<file path="src/aow_pkg.sv">
package aow_pkg;

    // Register bus geometry
    localparam int ADDR_W = 20;
    localparam int DATA_W = 16;
    localparam int CONV_W = 12;
    localparam int PAD_W = DATA_W - CONV_W;
    localparam int OW_W = 8;
    localparam int PERIOD_W = 4;

    // Register addresses
    localparam logic [ADDR_W-1:0] ADDR_OW = 20'hf06ba;
    localparam logic [ADDR_W-1:0] ADDR_CTRL = 20'hf06be;
    localparam logic [ADDR_W-1:0] ADDR_RESULT = 20'hf06c0;
    localparam logic [ADDR_W-1:0] ADDR_WINDOW = 20'hf06c2;

    // Register window values that expose the banked registers
    localparam logic [7:0] WIN_CTRL = 8'h00;
    localparam logic [7:0] WIN_OW = 8'h07;

    // Extended control field positions
    localparam int ALIGN_BIT = 15;
    localparam int SELFTEST_EN_BIT = 11;
    localparam int FIXED_SEL_BIT = 10;
    localparam int VSEL_MSB = 9;
    localparam int VSEL_LSB = 8;
    localparam int ACE_BIT = 5;
    localparam logic [DATA_W-1:0] CTRL_WMASK = 16'h8f20;

    // Open-wire assist field positions
    localparam int DIR_BIT = 4;
    localparam int PERIOD_MSB = 3;
    localparam logic [OW_W-1:0] OW_WMASK = 8'h1f;

    // Period codes
    localparam logic [PERIOD_W-1:0] PERIOD_OFF = 4'h0;
    localparam logic [PERIOD_W-1:0] PERIOD_BAD = 4'h1;
    localparam logic [PERIOD_W-1:0] PERIOD_MIN = 4'h2;

    // Reset values
    localparam logic [DATA_W-1:0] CTRL_RST = 16'h0000;
    localparam logic [OW_W-1:0] OW_RST = 8'h00;
    localparam logic [7:0] WIN_RST = 8'h00;
    localparam logic [CONV_W-1:0] RESULT_RST = 12'h000;
    localparam logic [DATA_W-1:0] RDATA_IDLE = 16'h0000;

    // Register bus request
    typedef struct packed {
        logic rd;
        logic wr;
        logic [ADDR_W-1:0] addr;
        logic [DATA_W-1:0] wdata;
        logic [DATA_W-1:0] wmask;
    } aow_bus_req_t;

    // Request towards the converter core
    typedef struct packed {
        logic start;
        logic use_internal;
        logic [1:0] vsel;
        logic assist_on;
        logic precharge;
    } aow_core_req_t;

    localparam aow_core_req_t CORE_REQ_RST = '0;

    // Conversion sequencer
    typedef enum logic [1:0] {
        ST_IDLE = 2'b00,
        ST_ASSIST = 2'b01,
        ST_START = 2'b11,
        ST_WAIT = 2'b10
    } aow_state_t;

endpackage

</file>
<file path="src/aow_assist_timer.sv">
`timescale 1ns/1ps
module aow_assist_timer #(
    parameter int CNT_W = 4
) (
    // Clock and reset
    input wire logic clk_sys,
    input wire logic rst,
    // Control
    input wire logic load,
    input wire logic [CNT_W-1:0] period,
    // Status
    output logic last,
    output logic active
);

    logic [CNT_W-1:0] cnt_r;
    logic [CNT_W-1:0] cnt_nxt;

    // Down counter, one step per assist cycle
    always_comb
    begin
        cnt_nxt = cnt_r;
        if (load)
            cnt_nxt = period;
        else if (cnt_r != '0)
            cnt_nxt = cnt_r - CNT_W'(1);
    end

    always_ff @(posedge clk_sys or posedge rst)
    begin
        if (rst)
            cnt_r <= '0;
        else
            cnt_r <= cnt_nxt;
    end

    // Last tells the sequencer to drop assist on the next edge
    assign last = (cnt_r == CNT_W'(1));
    assign active = (cnt_r != '0);

    a_timer_load_value: assert property (@(posedge clk_sys) disable iff (rst)
        load |=> (cnt_r == $past(period))) else $error("assist timer did not load the period");

endmodule // aow_assist_timer

</file>
<file path="src/aow_result_fmt.sv">
`timescale 1ns/1ps
module aow_result_fmt
    import aow_pkg::*;
(
    // Alignment choice
    input wire logic align_left,
    // Raw conversion value
    input wire logic [CONV_W-1:0] value,
    // Register image
    output logic [DATA_W-1:0] word
);

    // Pad bits always read as zero on the unused side
    always_comb
    begin
        if (align_left)
            word = {value, {PAD_W{1'b0}}};
        else
            word = {{PAD_W{1'b0}}, value};
    end

endmodule // aow_result_fmt

</file>
<file path="src/aow_ctrl.sv">
// The address-and-strobe port was left to the implementer.
`timescale 1ns/1ps
// Contract
// - Self-test converts an internal level (low reference, high reference or half of it) instead of an input.
// - Self-test and open-wire assist never run together; assist stays off while self-test is enabled.
// - With assist active, the sampling capacitor is charged or discharged before the conversion starts.
// - Bit 11 of the extended control register enables self-test when 1 and disables it when 0.
// - The two-bit level field picks 0 V (01), half reference (10) or full reference (11); 00 is not allowed.
// - With alignment 0 the result shows the value in bits 11 to 0 and zero in bits 15 to 12.
// - The result register holds the value converted from the internal level during self-test.
// - Bit 4 of the open-wire control chooses discharge when 0 and pre-charge when 1.
// - A period field of 0000 turns open-wire assist off completely.
// - Period codes 2 to 15 give that many assist cycles; software never writes code 1.
// - The open-wire control register accepts single-bit writes as well as full byte writes.
module aow_ctrl
    import aow_pkg::*;
(
    // Clock and reset
    input wire logic clk_sys,
    input wire logic rst,
    // Register bus
    input wire aow_pkg::aow_bus_req_t bus_req,
    output logic [aow_pkg::DATA_W-1:0] bus_rdata,
    // Conversion trigger from the converter control
    input wire logic conv_trigger,
    // Converter core
    output aow_pkg::aow_core_req_t core_req,
    input wire logic conv_done,
    input wire logic [aow_pkg::CONV_W-1:0] conv_data
);
    import aow_pkg::*;

    // Register state
    logic [DATA_W-1:0] ctrl_r;
    logic [OW_W-1:0] ow_r;
    logic [7:0] window_r;
    logic [CONV_W-1:0] result_r;
    logic [DATA_W-1:0] rdata_r;
    logic [DATA_W-1:0] rdata_nxt;

    // Sequencer state
    aow_state_t state_r;
    aow_core_req_t core_req_r;

    // Decoded strobes
    logic ctrl_visible;
    logic ow_visible;
    logic wr_ctrl;
    logic wr_ow;
    logic wr_window;
    logic rd_result;
    logic assist_wanted;
    logic timer_load;
    logic timer_last;
    logic timer_active;
    logic [PERIOD_W-1:0] period_eff;
    logic [DATA_W-1:0] result_word;

    // Address match for one register
    function automatic logic addr_hit(input aow_bus_req_t b, input logic [ADDR_W-1:0] a);
        addr_hit = (b.addr == a);
    endfunction

    // Code 1 is illegal; the shortest legal assist is used so a stray write still precedes conversion
    function automatic logic [PERIOD_W-1:0] legal_period(input logic [PERIOD_W-1:0] p);
        legal_period = (p == PERIOD_BAD) ? PERIOD_MIN : p;
    endfunction

    // Banked registers are only reachable through their window
    assign ctrl_visible = (window_r == WIN_CTRL);
    assign ow_visible = (window_r == WIN_OW);
    assign wr_ctrl = bus_req.wr && addr_hit(bus_req, ADDR_CTRL) && ctrl_visible;
    assign wr_ow = bus_req.wr && addr_hit(bus_req, ADDR_OW) && ow_visible;
    assign wr_window = bus_req.wr && addr_hit(bus_req, ADDR_WINDOW);
    assign rd_result = bus_req.rd && addr_hit(bus_req, ADDR_RESULT);

    // Extended control, written as a whole word; fixed-zero bits stay zero
    always_ff @(posedge clk_sys or posedge rst)
    begin
        if (rst)
            ctrl_r <= CTRL_RST;
        else if (wr_ctrl)
            ctrl_r <= bus_req.wdata & CTRL_WMASK;
    end

    // Open-wire control, merged under the bit mask for bit or byte writes
    always_ff @(posedge clk_sys or posedge rst)
    begin
        if (rst)
            ow_r <= OW_RST;
        else if (wr_ow)
            ow_r <= ((ow_r & ~bus_req.wmask[OW_W-1:0]) | (bus_req.wdata[OW_W-1:0] & bus_req.wmask[OW_W-1:0]))
                    & OW_WMASK;
    end

    // Register window selector
    always_ff @(posedge clk_sys or posedge rst)
    begin
        if (rst)
            window_r <= WIN_RST;
        else if (wr_window)
            window_r <= bus_req.wdata[7:0];
    end

    // Assist only runs with a nonzero period and self-test off
    assign period_eff = legal_period(ow_r[PERIOD_MSB:0]);
    assign assist_wanted = (ow_r[PERIOD_MSB:0] != PERIOD_OFF) && !ctrl_r[SELFTEST_EN_BIT];
    assign timer_load = (state_r == ST_IDLE) && conv_trigger && assist_wanted;

    aow_assist_timer #(
        .CNT_W(PERIOD_W)
    ) u_timer (
        .clk_sys(clk_sys),
        .rst(rst),
        .load(timer_load),
        .period(period_eff),
        .last(timer_last),
        .active(timer_active)
    );

    // Conversion sequencer; settings are latched at the trigger so
    // a register write during a conversion cannot change its source
    always_ff @(posedge clk_sys or posedge rst)
    begin
        if (rst)
        begin
            state_r <= ST_IDLE;
            core_req_r <= CORE_REQ_RST;
        end
        else
        begin
            core_req_r.start <= 1'b0;
            unique case (state_r)
                ST_IDLE:
                begin
                    if (conv_trigger)
                    begin
                        core_req_r.use_internal <= ctrl_r[SELFTEST_EN_BIT];
                        core_req_r.vsel <= ctrl_r[VSEL_MSB:VSEL_LSB];
                        core_req_r.precharge <= ow_r[DIR_BIT];
                        if (assist_wanted)
                        begin
                            core_req_r.assist_on <= 1'b1;
                            state_r <= ST_ASSIST;
                        end
                        else
                        begin
                            core_req_r.start <= 1'b1;
                            state_r <= ST_START;
                        end
                    end
                end
                ST_ASSIST:
                begin
                    if (timer_last)
                    begin
                        core_req_r.assist_on <= 1'b0;
                        core_req_r.start <= 1'b1;
                        state_r <= ST_START;
                    end
                end
                ST_START:
                begin
                    state_r <= ST_WAIT;
                end
                ST_WAIT:
                begin
                    if (conv_done)
                    begin
                        core_req_r.use_internal <= 1'b0;
                        state_r <= ST_IDLE;
                    end
                end
            endcase
        end
    end

    // Self-test result; a capture beats an auto-clear in the same cycle
    always_ff @(posedge clk_sys or posedge rst)
    begin
        if (rst)
            result_r <= RESULT_RST;
        else if (state_r == ST_WAIT && conv_done && core_req_r.use_internal)
            result_r <= conv_data;
        else if (rd_result && ctrl_r[ACE_BIT])
            result_r <= RESULT_RST;
    end

    aow_result_fmt u_fmt (
        .align_left(ctrl_r[ALIGN_BIT]),
        .value(result_r),
        .word(result_word)
    );

    // Read mux; hidden banked registers and unmapped addresses read zero
    always_comb
    begin
        rdata_nxt = RDATA_IDLE;
        if (bus_req.rd)
        begin
            if (addr_hit(bus_req, ADDR_CTRL) && ctrl_visible)
                rdata_nxt = ctrl_r;
            else if (addr_hit(bus_req, ADDR_OW) && ow_visible)
                rdata_nxt = {{(DATA_W-OW_W){1'b0}}, ow_r};
            else if (addr_hit(bus_req, ADDR_WINDOW))
                rdata_nxt = {{(DATA_W-8){1'b0}}, window_r};
            else if (addr_hit(bus_req, ADDR_RESULT))
                rdata_nxt = result_word;
        end
    end

    // Read data stand only in the cycle after the strobe
    always_ff @(posedge clk_sys or posedge rst)
    begin
        if (rst)
            rdata_r <= RDATA_IDLE;
        else
            rdata_r <= rdata_nxt;
    end

    assign bus_rdata = rdata_r;
    assign core_req = core_req_r;

    // Helper logic for checking assist length against the period
    logic [PERIOD_W:0] assist_len_r;
    logic [PERIOD_W-1:0] period_lat_r;
    always_ff @(posedge clk_sys or posedge rst)
    begin
        if (rst)
        begin
            assist_len_r <= '0;
            period_lat_r <= PERIOD_OFF;
        end
        else
        begin
            if (timer_load)
                period_lat_r <= period_eff;
            if (core_req_r.assist_on)
                assist_len_r <= assist_len_r + (PERIOD_W+1)'(1);
            else
                assist_len_r <= '0;
        end
    end

    a_no_assist_diag: assert property (@(posedge clk_sys) disable iff (rst)
        core_req_r.assist_on |-> !core_req_r.use_internal) else $error("assist active during self-test");

    a_diag_source_sel: assert property (@(posedge clk_sys) disable iff (rst)
        (state_r == ST_IDLE && conv_trigger && ctrl_r[SELFTEST_EN_BIT])
        |=> (core_req_r.start && core_req_r.use_internal && !core_req_r.assist_on
             && core_req_r.vsel == $past(ctrl_r[VSEL_MSB:VSEL_LSB])))
        else $error("self-test did not select the internal level");

    a_assist_before_start: assert property (@(posedge clk_sys) disable iff (rst)
        timer_load |=> (core_req_r.assist_on && !core_req_r.start)[*2] ##[1:14] core_req_r.start)
        else $error("conversion started before assist ended");

    a_assist_length: assert property (@(posedge clk_sys) disable iff (rst)
        $fell(core_req_r.assist_on) |-> (assist_len_r == {1'b0, period_lat_r}))
        else $error("assist length differs from period");

    a_period_zero_off: assert property (@(posedge clk_sys) disable iff (rst)
        (state_r == ST_IDLE && conv_trigger && ow_r[PERIOD_MSB:0] == PERIOD_OFF)
        |=> !core_req_r.assist_on ##1 !core_req_r.assist_on) else $error("assist ran with period zero");

    a_assist_direction: assert property (@(posedge clk_sys) disable iff (rst)
        $rose(core_req_r.assist_on) |-> (core_req_r.precharge == $past(ow_r[DIR_BIT])))
        else $error("assist direction does not follow control");

    a_selftest_enable: assert property (@(posedge clk_sys) disable iff (rst)
        wr_ctrl |=> (ctrl_r[SELFTEST_EN_BIT] == $past(bus_req.wdata[SELFTEST_EN_BIT])))
        else $error("self-test enable not written");

    a_window_gate: assert property (@(posedge clk_sys) disable iff (rst)
        (bus_req.wr && addr_hit(bus_req, ADDR_CTRL) && window_r != WIN_CTRL) |=> $stable(ctrl_r))
        else $error("extended control written outside its window");

    a_bit_write: assert property (@(posedge clk_sys) disable iff (rst)
        wr_ow |=> (ow_r == ((($past(ow_r) & ~$past(bus_req.wmask[OW_W-1:0]))
                   | ($past(bus_req.wdata[OW_W-1:0]) & $past(bus_req.wmask[OW_W-1:0]))) & OW_WMASK)))
        else $error("open-wire control merge wrong");

    a_result_capture: assert property (@(posedge clk_sys) disable iff (rst)
        (state_r == ST_WAIT && conv_done && core_req_r.use_internal) |=> (result_r == $past(conv_data)))
        else $error("self-test result not captured");

    a_right_align: assert property (@(posedge clk_sys) disable iff (rst)
        (rd_result && !ctrl_r[ALIGN_BIT]) |=> (bus_rdata == {{PAD_W{1'b0}}, $past(result_r)}))
        else $error("right aligned result wrong");

    a_left_align: assert property (@(posedge clk_sys) disable iff (rst)
        (rd_result && ctrl_r[ALIGN_BIT]) |=> (bus_rdata == {$past(result_r), {PAD_W{1'b0}}}))
        else $error("left aligned result wrong");

    a_reset_quiet: assert property (@(posedge clk_sys) disable iff (rst)
        $fell(rst) |-> (ctrl_r == CTRL_RST && ow_r == OW_RST && !core_req_r.assist_on))
        else $error("control not cleared by reset");

    // Timer and flag must agree, or the core sees a torn assist window
    a_assist_timer_sync: assert property (@(posedge clk_sys) disable iff (rst)
        core_req_r.assist_on == timer_active)
        else $error("assist flag and timer disagree");

    a_start_pulse: assert property (@(posedge clk_sys) disable iff (rst)
        core_req_r.start |=> !core_req_r.start)
        else $error("start held longer than one cycle");

    a_diag_no_load: assert property (@(posedge clk_sys) disable iff (rst)
        ctrl_r[SELFTEST_EN_BIT] |-> !timer_load)
        else $error("assist armed during self-test");

    a_external_source: assert property (@(posedge clk_sys) disable iff (rst)
        (state_r == ST_IDLE && conv_trigger && !ctrl_r[SELFTEST_EN_BIT]) |=> !core_req_r.use_internal)
        else $error("internal level used with self-test off");

    a_assist_period_set: assert property (@(posedge clk_sys) disable iff (rst)
        core_req_r.assist_on |-> (period_lat_r != PERIOD_OFF))
        else $error("assist ran without a period");

    a_no_bad_period: assert property (@(posedge clk_sys) disable iff (rst)
        timer_load |-> (period_eff != PERIOD_BAD))
        else $error("timer loaded the illegal period code");

    a_direction_hold: assert property (@(posedge clk_sys) disable iff (rst)
        (core_req_r.assist_on && $past(core_req_r.assist_on)) |-> $stable(core_req_r.precharge))
        else $error("assist direction changed mid assist");

    a_ow_window_gate: assert property (@(posedge clk_sys) disable iff (rst)
        (bus_req.wr && addr_hit(bus_req, ADDR_OW) && window_r != WIN_OW) |=> $stable(ow_r))
        else $error("open-wire control written outside its window");

    a_hidden_read_zero: assert property (@(posedge clk_sys) disable iff (rst)
        (bus_req.rd && addr_hit(bus_req, ADDR_CTRL) && window_r != WIN_CTRL) |=> (bus_rdata == RDATA_IDLE))
        else $error("hidden extended control read nonzero");

    a_ctrl_zero_bits: assert property (@(posedge clk_sys) disable iff (rst)
        (ctrl_r & ~CTRL_WMASK) == '0)
        else $error("extended control fixed bit set");

    a_ow_zero_bits: assert property (@(posedge clk_sys) disable iff (rst)
        (ow_r & ~OW_WMASK) == '0)
        else $error("open-wire control fixed bit set");

    a_auto_clear: assert property (@(posedge clk_sys) disable iff (rst)
        (rd_result && ctrl_r[ACE_BIT] && !(state_r == ST_WAIT && conv_done && core_req_r.use_internal))
        |=> (result_r == RESULT_RST)) else $error("result not cleared by read");

endmodule // aow_ctrl

</file>
<file path="config.mk">
export PLATFORM = sky130hd
export DESIGN_NAME = aow_ctrl
export DESIGN_NICKNAME = d
export VERILOG_FILES = /design/src/aow_pkg.sv /design/src/aow_assist_timer.sv /design/src/aow_result_fmt.sv /design/src/aow_ctrl.sv
export SDC_FILE = /design/constraint.sdc
export NUM_CORES = 1
export LEC_CHECK = 0
export BUFFER_PORTS_ARGS = -buffer_cell sky130_fd_sc_hd__buf_2
export CAP_MARGIN = 20
export CORE_UTILIZATION = 50
export CTS_CLUSTER_SIZE = 12
export DETAILED_ROUTE_END_ITERATION = 6
export PLACE_DENSITY = 0.88
export SETUP_SLACK_MARGIN = 0.1
export SLEW_MARGIN = 5
export SYNTH_ARGS = -nofsm -noshare
export SYNTH_HDL_FRONTEND = slang
export SYNTH_SLANG_ARGS = --single-unit
</file>
<file path="constraint.sdc">
create_clock -name clk_sys -period 2 [get_ports clk_sys]
set_input_delay 0.4 -clock clk_sys [delete_from_list [all_inputs] [get_ports clk_sys]]
set_output_delay 0.4 -clock clk_sys [all_outputs]
set_load 0.03 [all_outputs]
</file>
==> metrics list, run 1 <==
- The run finished, with violations left.
- Violated checks: setup timing
- In this run the worst hold path is classified as input port to async pin.
- Total of hold buffers inserted after clock tree synthesis: 0
- Routability-driven placement finished with a final weighted congestion of 0.846.
* TritonCTS clock tree: built
- FILL cells: 365
- EDFF count, synth: 0
- Adding up every negative setup slack in the final design gives -214 ps.
- Type of the setup path with the least slack: flip-flop to flip-flop
- Count of boundary I/O pins: 92
* Drt initial violations: 196
* Standard cell core area: 5270 sq um
* Die height: 76.9 um
* Post-route insts no fill: around 420
- Peak supply drop: 0.522 mV
- Dividing total power by cell area gives a power density of 728 nW/um^2.
* Post-synthesis cell area: ~2800 sq um
- During synthesis, Yosys emitted a total of 0 warnings.
- Via/cell ratio: 5.67
* Slowest stage cell, crit path: sky130_fd_sc_hd__dfrtp_1
- Tightest Pin Transition: 516 ps
- Cell count after synthesis: between 200 and 250
- Counting flops with an async set or reset pin after synthesis yields a share of 100%.
- After synthesis the netlist holds a flip-flop and latch count of 59.
- Dividing the detail-routed wire length by the instance count gives 16.9 um.
* Total of max-cap violations: 0
- Netlist cell types: 44
- Final Hold Violating Endpoints: 0
- After clock tree synthesis, the clock-pin slew on the worst setup and hold paths is 70 ps.
- Post-Place Worst Slack: -53.4 ps
- The analysis attributes to cell leakage a power of ~1.9 nW.
- The max-slew violation total from the final report came to 0.
* Total CTS buffers: 9
- Signal arrival time at the worst endpoint: 2260 ps
* Cell-by-cell trace of the critical path: nor4_2 > nand3b_1 > nor4_4 > buf_6 > nand3_4 > mux2_4
- The first global-routing pass estimated 10.8 mm of wire.
* Final WL: 7.07 mm
- Maximum number of pins on one net before global-route repair: 37
* Total clock sinks: 59
- Number of placed instances with taps included: 396
- Summing over every cut layer, the via total after detailed routing is 2369.
- Port Buffers: 77
- Max FO, Critical Path: 6
- Post-synthesis sequential area ratio: 52.6%
- Clock latency on the worst-skew pair: 340 ps
- Of the available clock period, the critical path in the final layout requires 101%.
- Antenna cells: 0
- Synthesized area divided by synthesized cell count: 12.1 sq um
* Remaining antenna violation count after routing: 0
* Master cell of the clock root buffer: sky130_fd_sc_hd__clkbuf_8
- The initial antenna violation count is 0.
* HPWL Detailed: 4.90 mm
- Top_reg_cell synth: sky130_fd_sc_hd__dfrtp_1
- DRC violations left: 0
* Total Die Area: a little under 6000 sq um
* Worst Path Required: 2230 ps
- Largest clock skew in the final design: 6.43 ps
* Layout overhead on the synthesized area: 36.4%
- Shortest period the worst path allows: around 2000 ps
- Setup violations remaining at the end of the flow were counted as 9.
* FP Rows: 26
- Worst slew slack as a fraction of its limit: 65.6%
- Fmax: 0.493 GHz
- After layout, the worst setup slack is -29.8 ps.
- Once the floorplan was initialized, standard cells occupied between 50% and 60% of the core.
- Router iterations before antenna repair: 5
* Type of element capturing the critical path: flip-flop
- Unrepaired setup endpoints after global routing: true
- All-Layer GR Usage: 24.2%
- For this run the aggregate overflow at the end of global routing stands at 0.
* Count of H-tree levels built during CTS: 3
- Most frequent standard cell in the layout excluding fill and tap cells: sky130_fd_sc_hd__buf_2
- For this run, the slowest stage of the critical path takes around 410 ps.
- Most frequent cells in the layout: sky130_fd_sc_hd__buf_2, sky130_fd_sc_hd__dfrtp_1, sky130_fd_sc_hd__buf_4
- The via count of the first global-routing pass is about 2.2k.
- Category of the worst setup path launch point: flip-flop
* X dimension of the die: between 70 and 80 um
* Proportion of layout cells with a drive suffix above 1: 48.9%
* Maximum buffer depth of the clock tree: 2
- Nets@finish: 416
* Total nets after synthesis: 305
sequential cells by signal, summed over array words and instances (netlist names), named ones only:
register,count
window_r,8
core_req,6
bus_rdata,16
u_timer.cnt_r,4
ctrl_r,6
result_r,12
state_r,2
report_power, final:
part	switching, mW	total (mW)	leakage (nW)	internal (mW)
Clock	0.465	1.32	0.123	0.857
Sequential	0.0340	1.25	0.820	1.22
Combinational	0.120	0.213	0.952	0.0936
Total	0.619	2.79	1.90	2.17
critical path, delay by kind of cell, from the launching register on:
kind / cells / cell delay (ps)
mux: 1 / 320
flops: 1 / 410
simple gates: 4 / 980
buf+inv: 1 / 200
path summary, 6_finish.rpt:
| kind | startpoint | to | slack, ps | cells past startpoint |
|---|---|---|---|---|
| min reg2reg | core_req[1] | core_req[1] | 490 | 1 |
| max | window_r[3] | flip-flop | -30 | 6 |
| min in group clk_sys | conv_data[7] | result_r[7] | 280 | 2 |
| max reg2reg | window_r[3] | flip-flop | -30 | 6 |
| max in group asynchronous | rst | u_timer.cnt_r[1] | 1360 | 3 |
| min | rst | result_r[8] | 70 | 2 |
layer usage:
layer / routed length (um) / part of all wire [%] / global-route usage, %
met1: 3000 / 42 / 31.7
met2: 3460 / 49 / 38.2
met3: 450 / 6.4 / 5.95
met4: 156 / 2.2 / 9.81
met5: 0 / 0 / 0
logic make-up (layout without fill, tap and decap cells):
kind of cell,after synthesis,count (layout),synth area share (%)
compound gates,43,43,10.9
xor+xnor,1,1,0.312
fa+ha+maj,3,3,1.34
mux,31,31,12.8
flops,59,59,52.6
buf+inv,14,130,2.19
simple gates,81,81,19.9
through the flow:
stage	hold WS (ps)	util, %	area (sq um)	total power, mW
2_1_floorplan	473	-	2810	1.37
3_3_place_gp	445	65.1	3430	1.47
3_5_place_dp	452	65.1	3430	1.48
4_1_cts	96.1	70.3	3700	2.79
5_1_grt	122	72.6	3830	2.89
6_report	73.8	72.6	3830	2.79
what timing repair did:
action / in CTS / in global routing
gates resized for setup: 1 / 18
setup buffers: 3 / 3
cloned: 0 / 0
endpoints found under the setup margin: 20 / 25
pin swaps: 2 / 11
synthesized netlist by cell type (all sizes together) (5+ instances only):
| cell type | instances | area [sq um] |
|---|---|---|
| nand2 | 9 | 33.8 |
| mux2i | 5 | 50.1 |
| o21ai | 7 | 35.0 |
| nor2b | 11 | 68.8 |
| nor3 | 5 | 41.3 |
| nand3 | 9 | 65.1 |
| a21oi | 8 | 40.0 |
| nor4 | 7 | 73.8 |
| inv | 8 | 30.0 |
| mux2 | 26 | 308 |
| a22o | 12 | 105 |
| a22oi | 6 | 45.0 |
| nor2 | 19 | 71.3 |
| dfrtp | 59 | 1480 |
final cells by class:
type,count,area [sq um],share of cell area (%)
timing repair buffer,106,627,16.4
inverter,8,30.0,0.785
clock buffer,11,141,3.69
sequential,59,1480,38.6
clock inverter,5,100,2.62
multi-input combinational,159,1370,35.7
tap,70,87.6,2.29
No activity file was read; power rests on OpenSTA's default activity.
==> run 2: changes to the inputs <==
==> constraint.sdc (replaced) <==
create_clock -name clk_sys -period 2.3 [get_ports clk_sys]
set_input_delay 0.46 -clock clk_sys [delete_from_list [all_inputs] [get_ports clk_sys]]
set_output_delay 0.46 -clock clk_sys [all_outputs]
set_load 0.03 [all_outputs]
==> metrics list, run 2 (synthesized netlist as in run 1, its figures left out) <==
- Signal arrival time at the worst endpoint: 2260 ps
* Maximum buffer depth of the clock tree: 2
- The die is roughly 77 um wide.
- Total CTS buffers: 9
- In this run the remaining antenna-violating nets after routing total 0.
- TritonCTS built the clock tree.
- During placement, the flow inserted port buffers numbering 77.
- Once the floorplan was initialized, standard cells occupied 53.2% of the core.
- Max reg flops: 16
- Antenna cells: 0
- The tree is rooted in a sky130_fd_sc_hd__clkbuf_8.
- For this run, the slowest stage of the critical path takes 420 ps.
* All-Layer GR Usage: 23.6%
- Clock latency on the worst-skew pair: 330 ps
- Tightest Pin Transition: a little under 1000 ps
- STA classifies the critical path startpoint as a flip-flop.
* Vias after detailed routing: between 2k and 2.5k
* GPL Wtd Cong: between 0.8 and 0.9
* Final WL: 6.44 mm
- Total clock sinks: 59
- WL per Instance: between 15 and 20 um
- The floorplan has 26 rows.
- Fraction of the cycle the final worst path needs: 89.1%
- Number of global-route vias before repair: 2225
- Final number of max-transition violations: 0
- For this run, design rule violations remaining after detail routing come to 0.
* Type of the setup path with the least slack: flip-flop to flip-flop
- The detailed router finished its first iteration with 122 violations.
- In this run the vertical extent of the chip is 76.9 um.
* Clock-pin transition on the worst setup and hold timing paths: approximately 70 ps
* Most frequent standard cell in the layout excluding fill and tap cells: sky130_fd_sc_hd__buf_2
- Type of element capturing the critical path: flip-flop
- Registers take 1480 sq um.
- Setup violations remaining at the end of the flow were counted as 0.
- Leakage: between 1.5 and 2 nW
* Cell area power density: ~640 nW/um^2
* Nets@finish: 394
- Number of placed instances with taps included: 380
- Of the cells placed in the final design, the portion with a size suffix greater than 1 is a little over two fifths.
- Setup repair after global routing left no endpoint under its margin.
* Maximum number of pins on one net before global-route repair: 40
- Slowest stage cell, crit path: sky130_fd_sc_hd__dfrtp_1
* Router iterations before antenna repair: 4
* Worst slew slack as a fraction of its limit: between 30% and 40%
- In this run the worst path has a maximum fanout of 11.
- After legalization and detailed placement, the total HPWL measured 4.73 mm.
- The first global-routing pass estimated 10.7 mm of wire.
- Fmax: 0.488 GHz
- The clock period could shrink to 2050 ps.
* FILL cells: 398
* Overall power of the completed layout: 2.26 mW
- Cell-by-cell trace of the critical path: nor4_1 > nand3b_1 > nor4_4 > buf_4 > nand3_2 > mux2_4
* Setup slack of the most critical reg-to-reg path: approximately 250 ps
* Total of max-cap violations: 0
- The multi-input combinational cells in the finished layout cover a total of between 1000 and 1500 sq um.
- Excluding fillers, the count of instances in the completed layout stands at 396.
- Classification of the worst-slack hold path: input port to async pin
* Initial antenna violation count: 0
* Count of H-tree levels built during CTS: 3
- Count of boundary I/O pins: 92
- For the worst flop-to-flop path, the logic depth is 6.
* Outcome: finished, final reports clean
- Largest clock skew in the final design: 6.92 ps
- Total of hold buffers inserted after clock tree synthesis: 0
- Peak supply drop: approximately 0.44 mV
- After floorplanning, the core was sized to cover 5270 sq um.
* Post-CTS setup buffers: 0
- Final Hold Violating Endpoints: 0
- Total overflow reported by the global router: 0
* Origin of the critical flop-to-flop path: window_r[3]
* Via/cell ratio: around 5.7
* Total Die Area: 5910 sq um
- Worst Path Required: 2510 ps
* Most frequent cells in the layout: sky130_fd_sc_hd__buf_2, sky130_fd_sc_hd__dfrtp_1, sky130_fd_sc_hd__mux2_2
* Layout overhead on the synthesized area: 25.5%
- Cts repair resizes: 0
-- run 2: stage by stage --
stage                     worst slack (ps)  cell area (sq um)  hold WS, ps  TNS, ps  utilization [%]
after floorplan                        365               2810          473        0                -
after global placement                56.2               3310          472        0             62.8
final                                  251               3520          131        0             66.8
after detailed placement             -27.9               3310          481     -110             62.8
after CTS                              260               3520          137        0             66.8
after global routing                   132               3520          170        0             66.8
-- run 2: power by group --
part	internal [mW]	total, mW	switching, mW
sequential	1.06	1.09	0.0312
clock	0.602	0.997	0.395
combinational	0.0721	0.170	0.0980
total	1.73	2.26	0.524
-- run 2: area by class of cell --
class	count	area share (%)
multi-input combinational	159	36.0
inverter	8	0.853
tap	70	2.49
clock buffer	10	3.63
sequential	59	41.9
clock inverter	6	2.28
timing repair buffer	84	12.8
-- run 2: how the worst max path moves through the flow --
stage / startpoint / end / slack (ps) / cells after the start
after global placement: bus_req[35] / result_r[2] / 60 / 6
after floorplan: bus_req[45] / flip-flop / 370 / 6
final: window_r[3] / flip-flop / 250 / 6
after detailed placement: bus_req[35] / result_r[8] / -30 / 6
after global routing: window_r[0] / ctrl_r[10] / 130 / 5
after CTS: window_r[3] / flip-flop / 260 / 6
-- run 2: critical path: cells and delay by family (launching register included) --
kind | cells | cell delay, ps
buffers and inverters | 1 | 240
flip-flops | 1 | 420
multiplexers | 1 | 300
AND/OR/NAND/NOR | 4 | 960
-- run 2: routing by layer --
layer | wire length, um | vias to the layer above | track usage (%)
li1 | - | 1043 | -
met1 | 2730 | 1078 | 30.8
met2 | 3160 | 108 | 38.5
met3 | 450 | 12 | 4.29
met4 | 92 | 0 | 9.81
met5 | 0 | - | 0
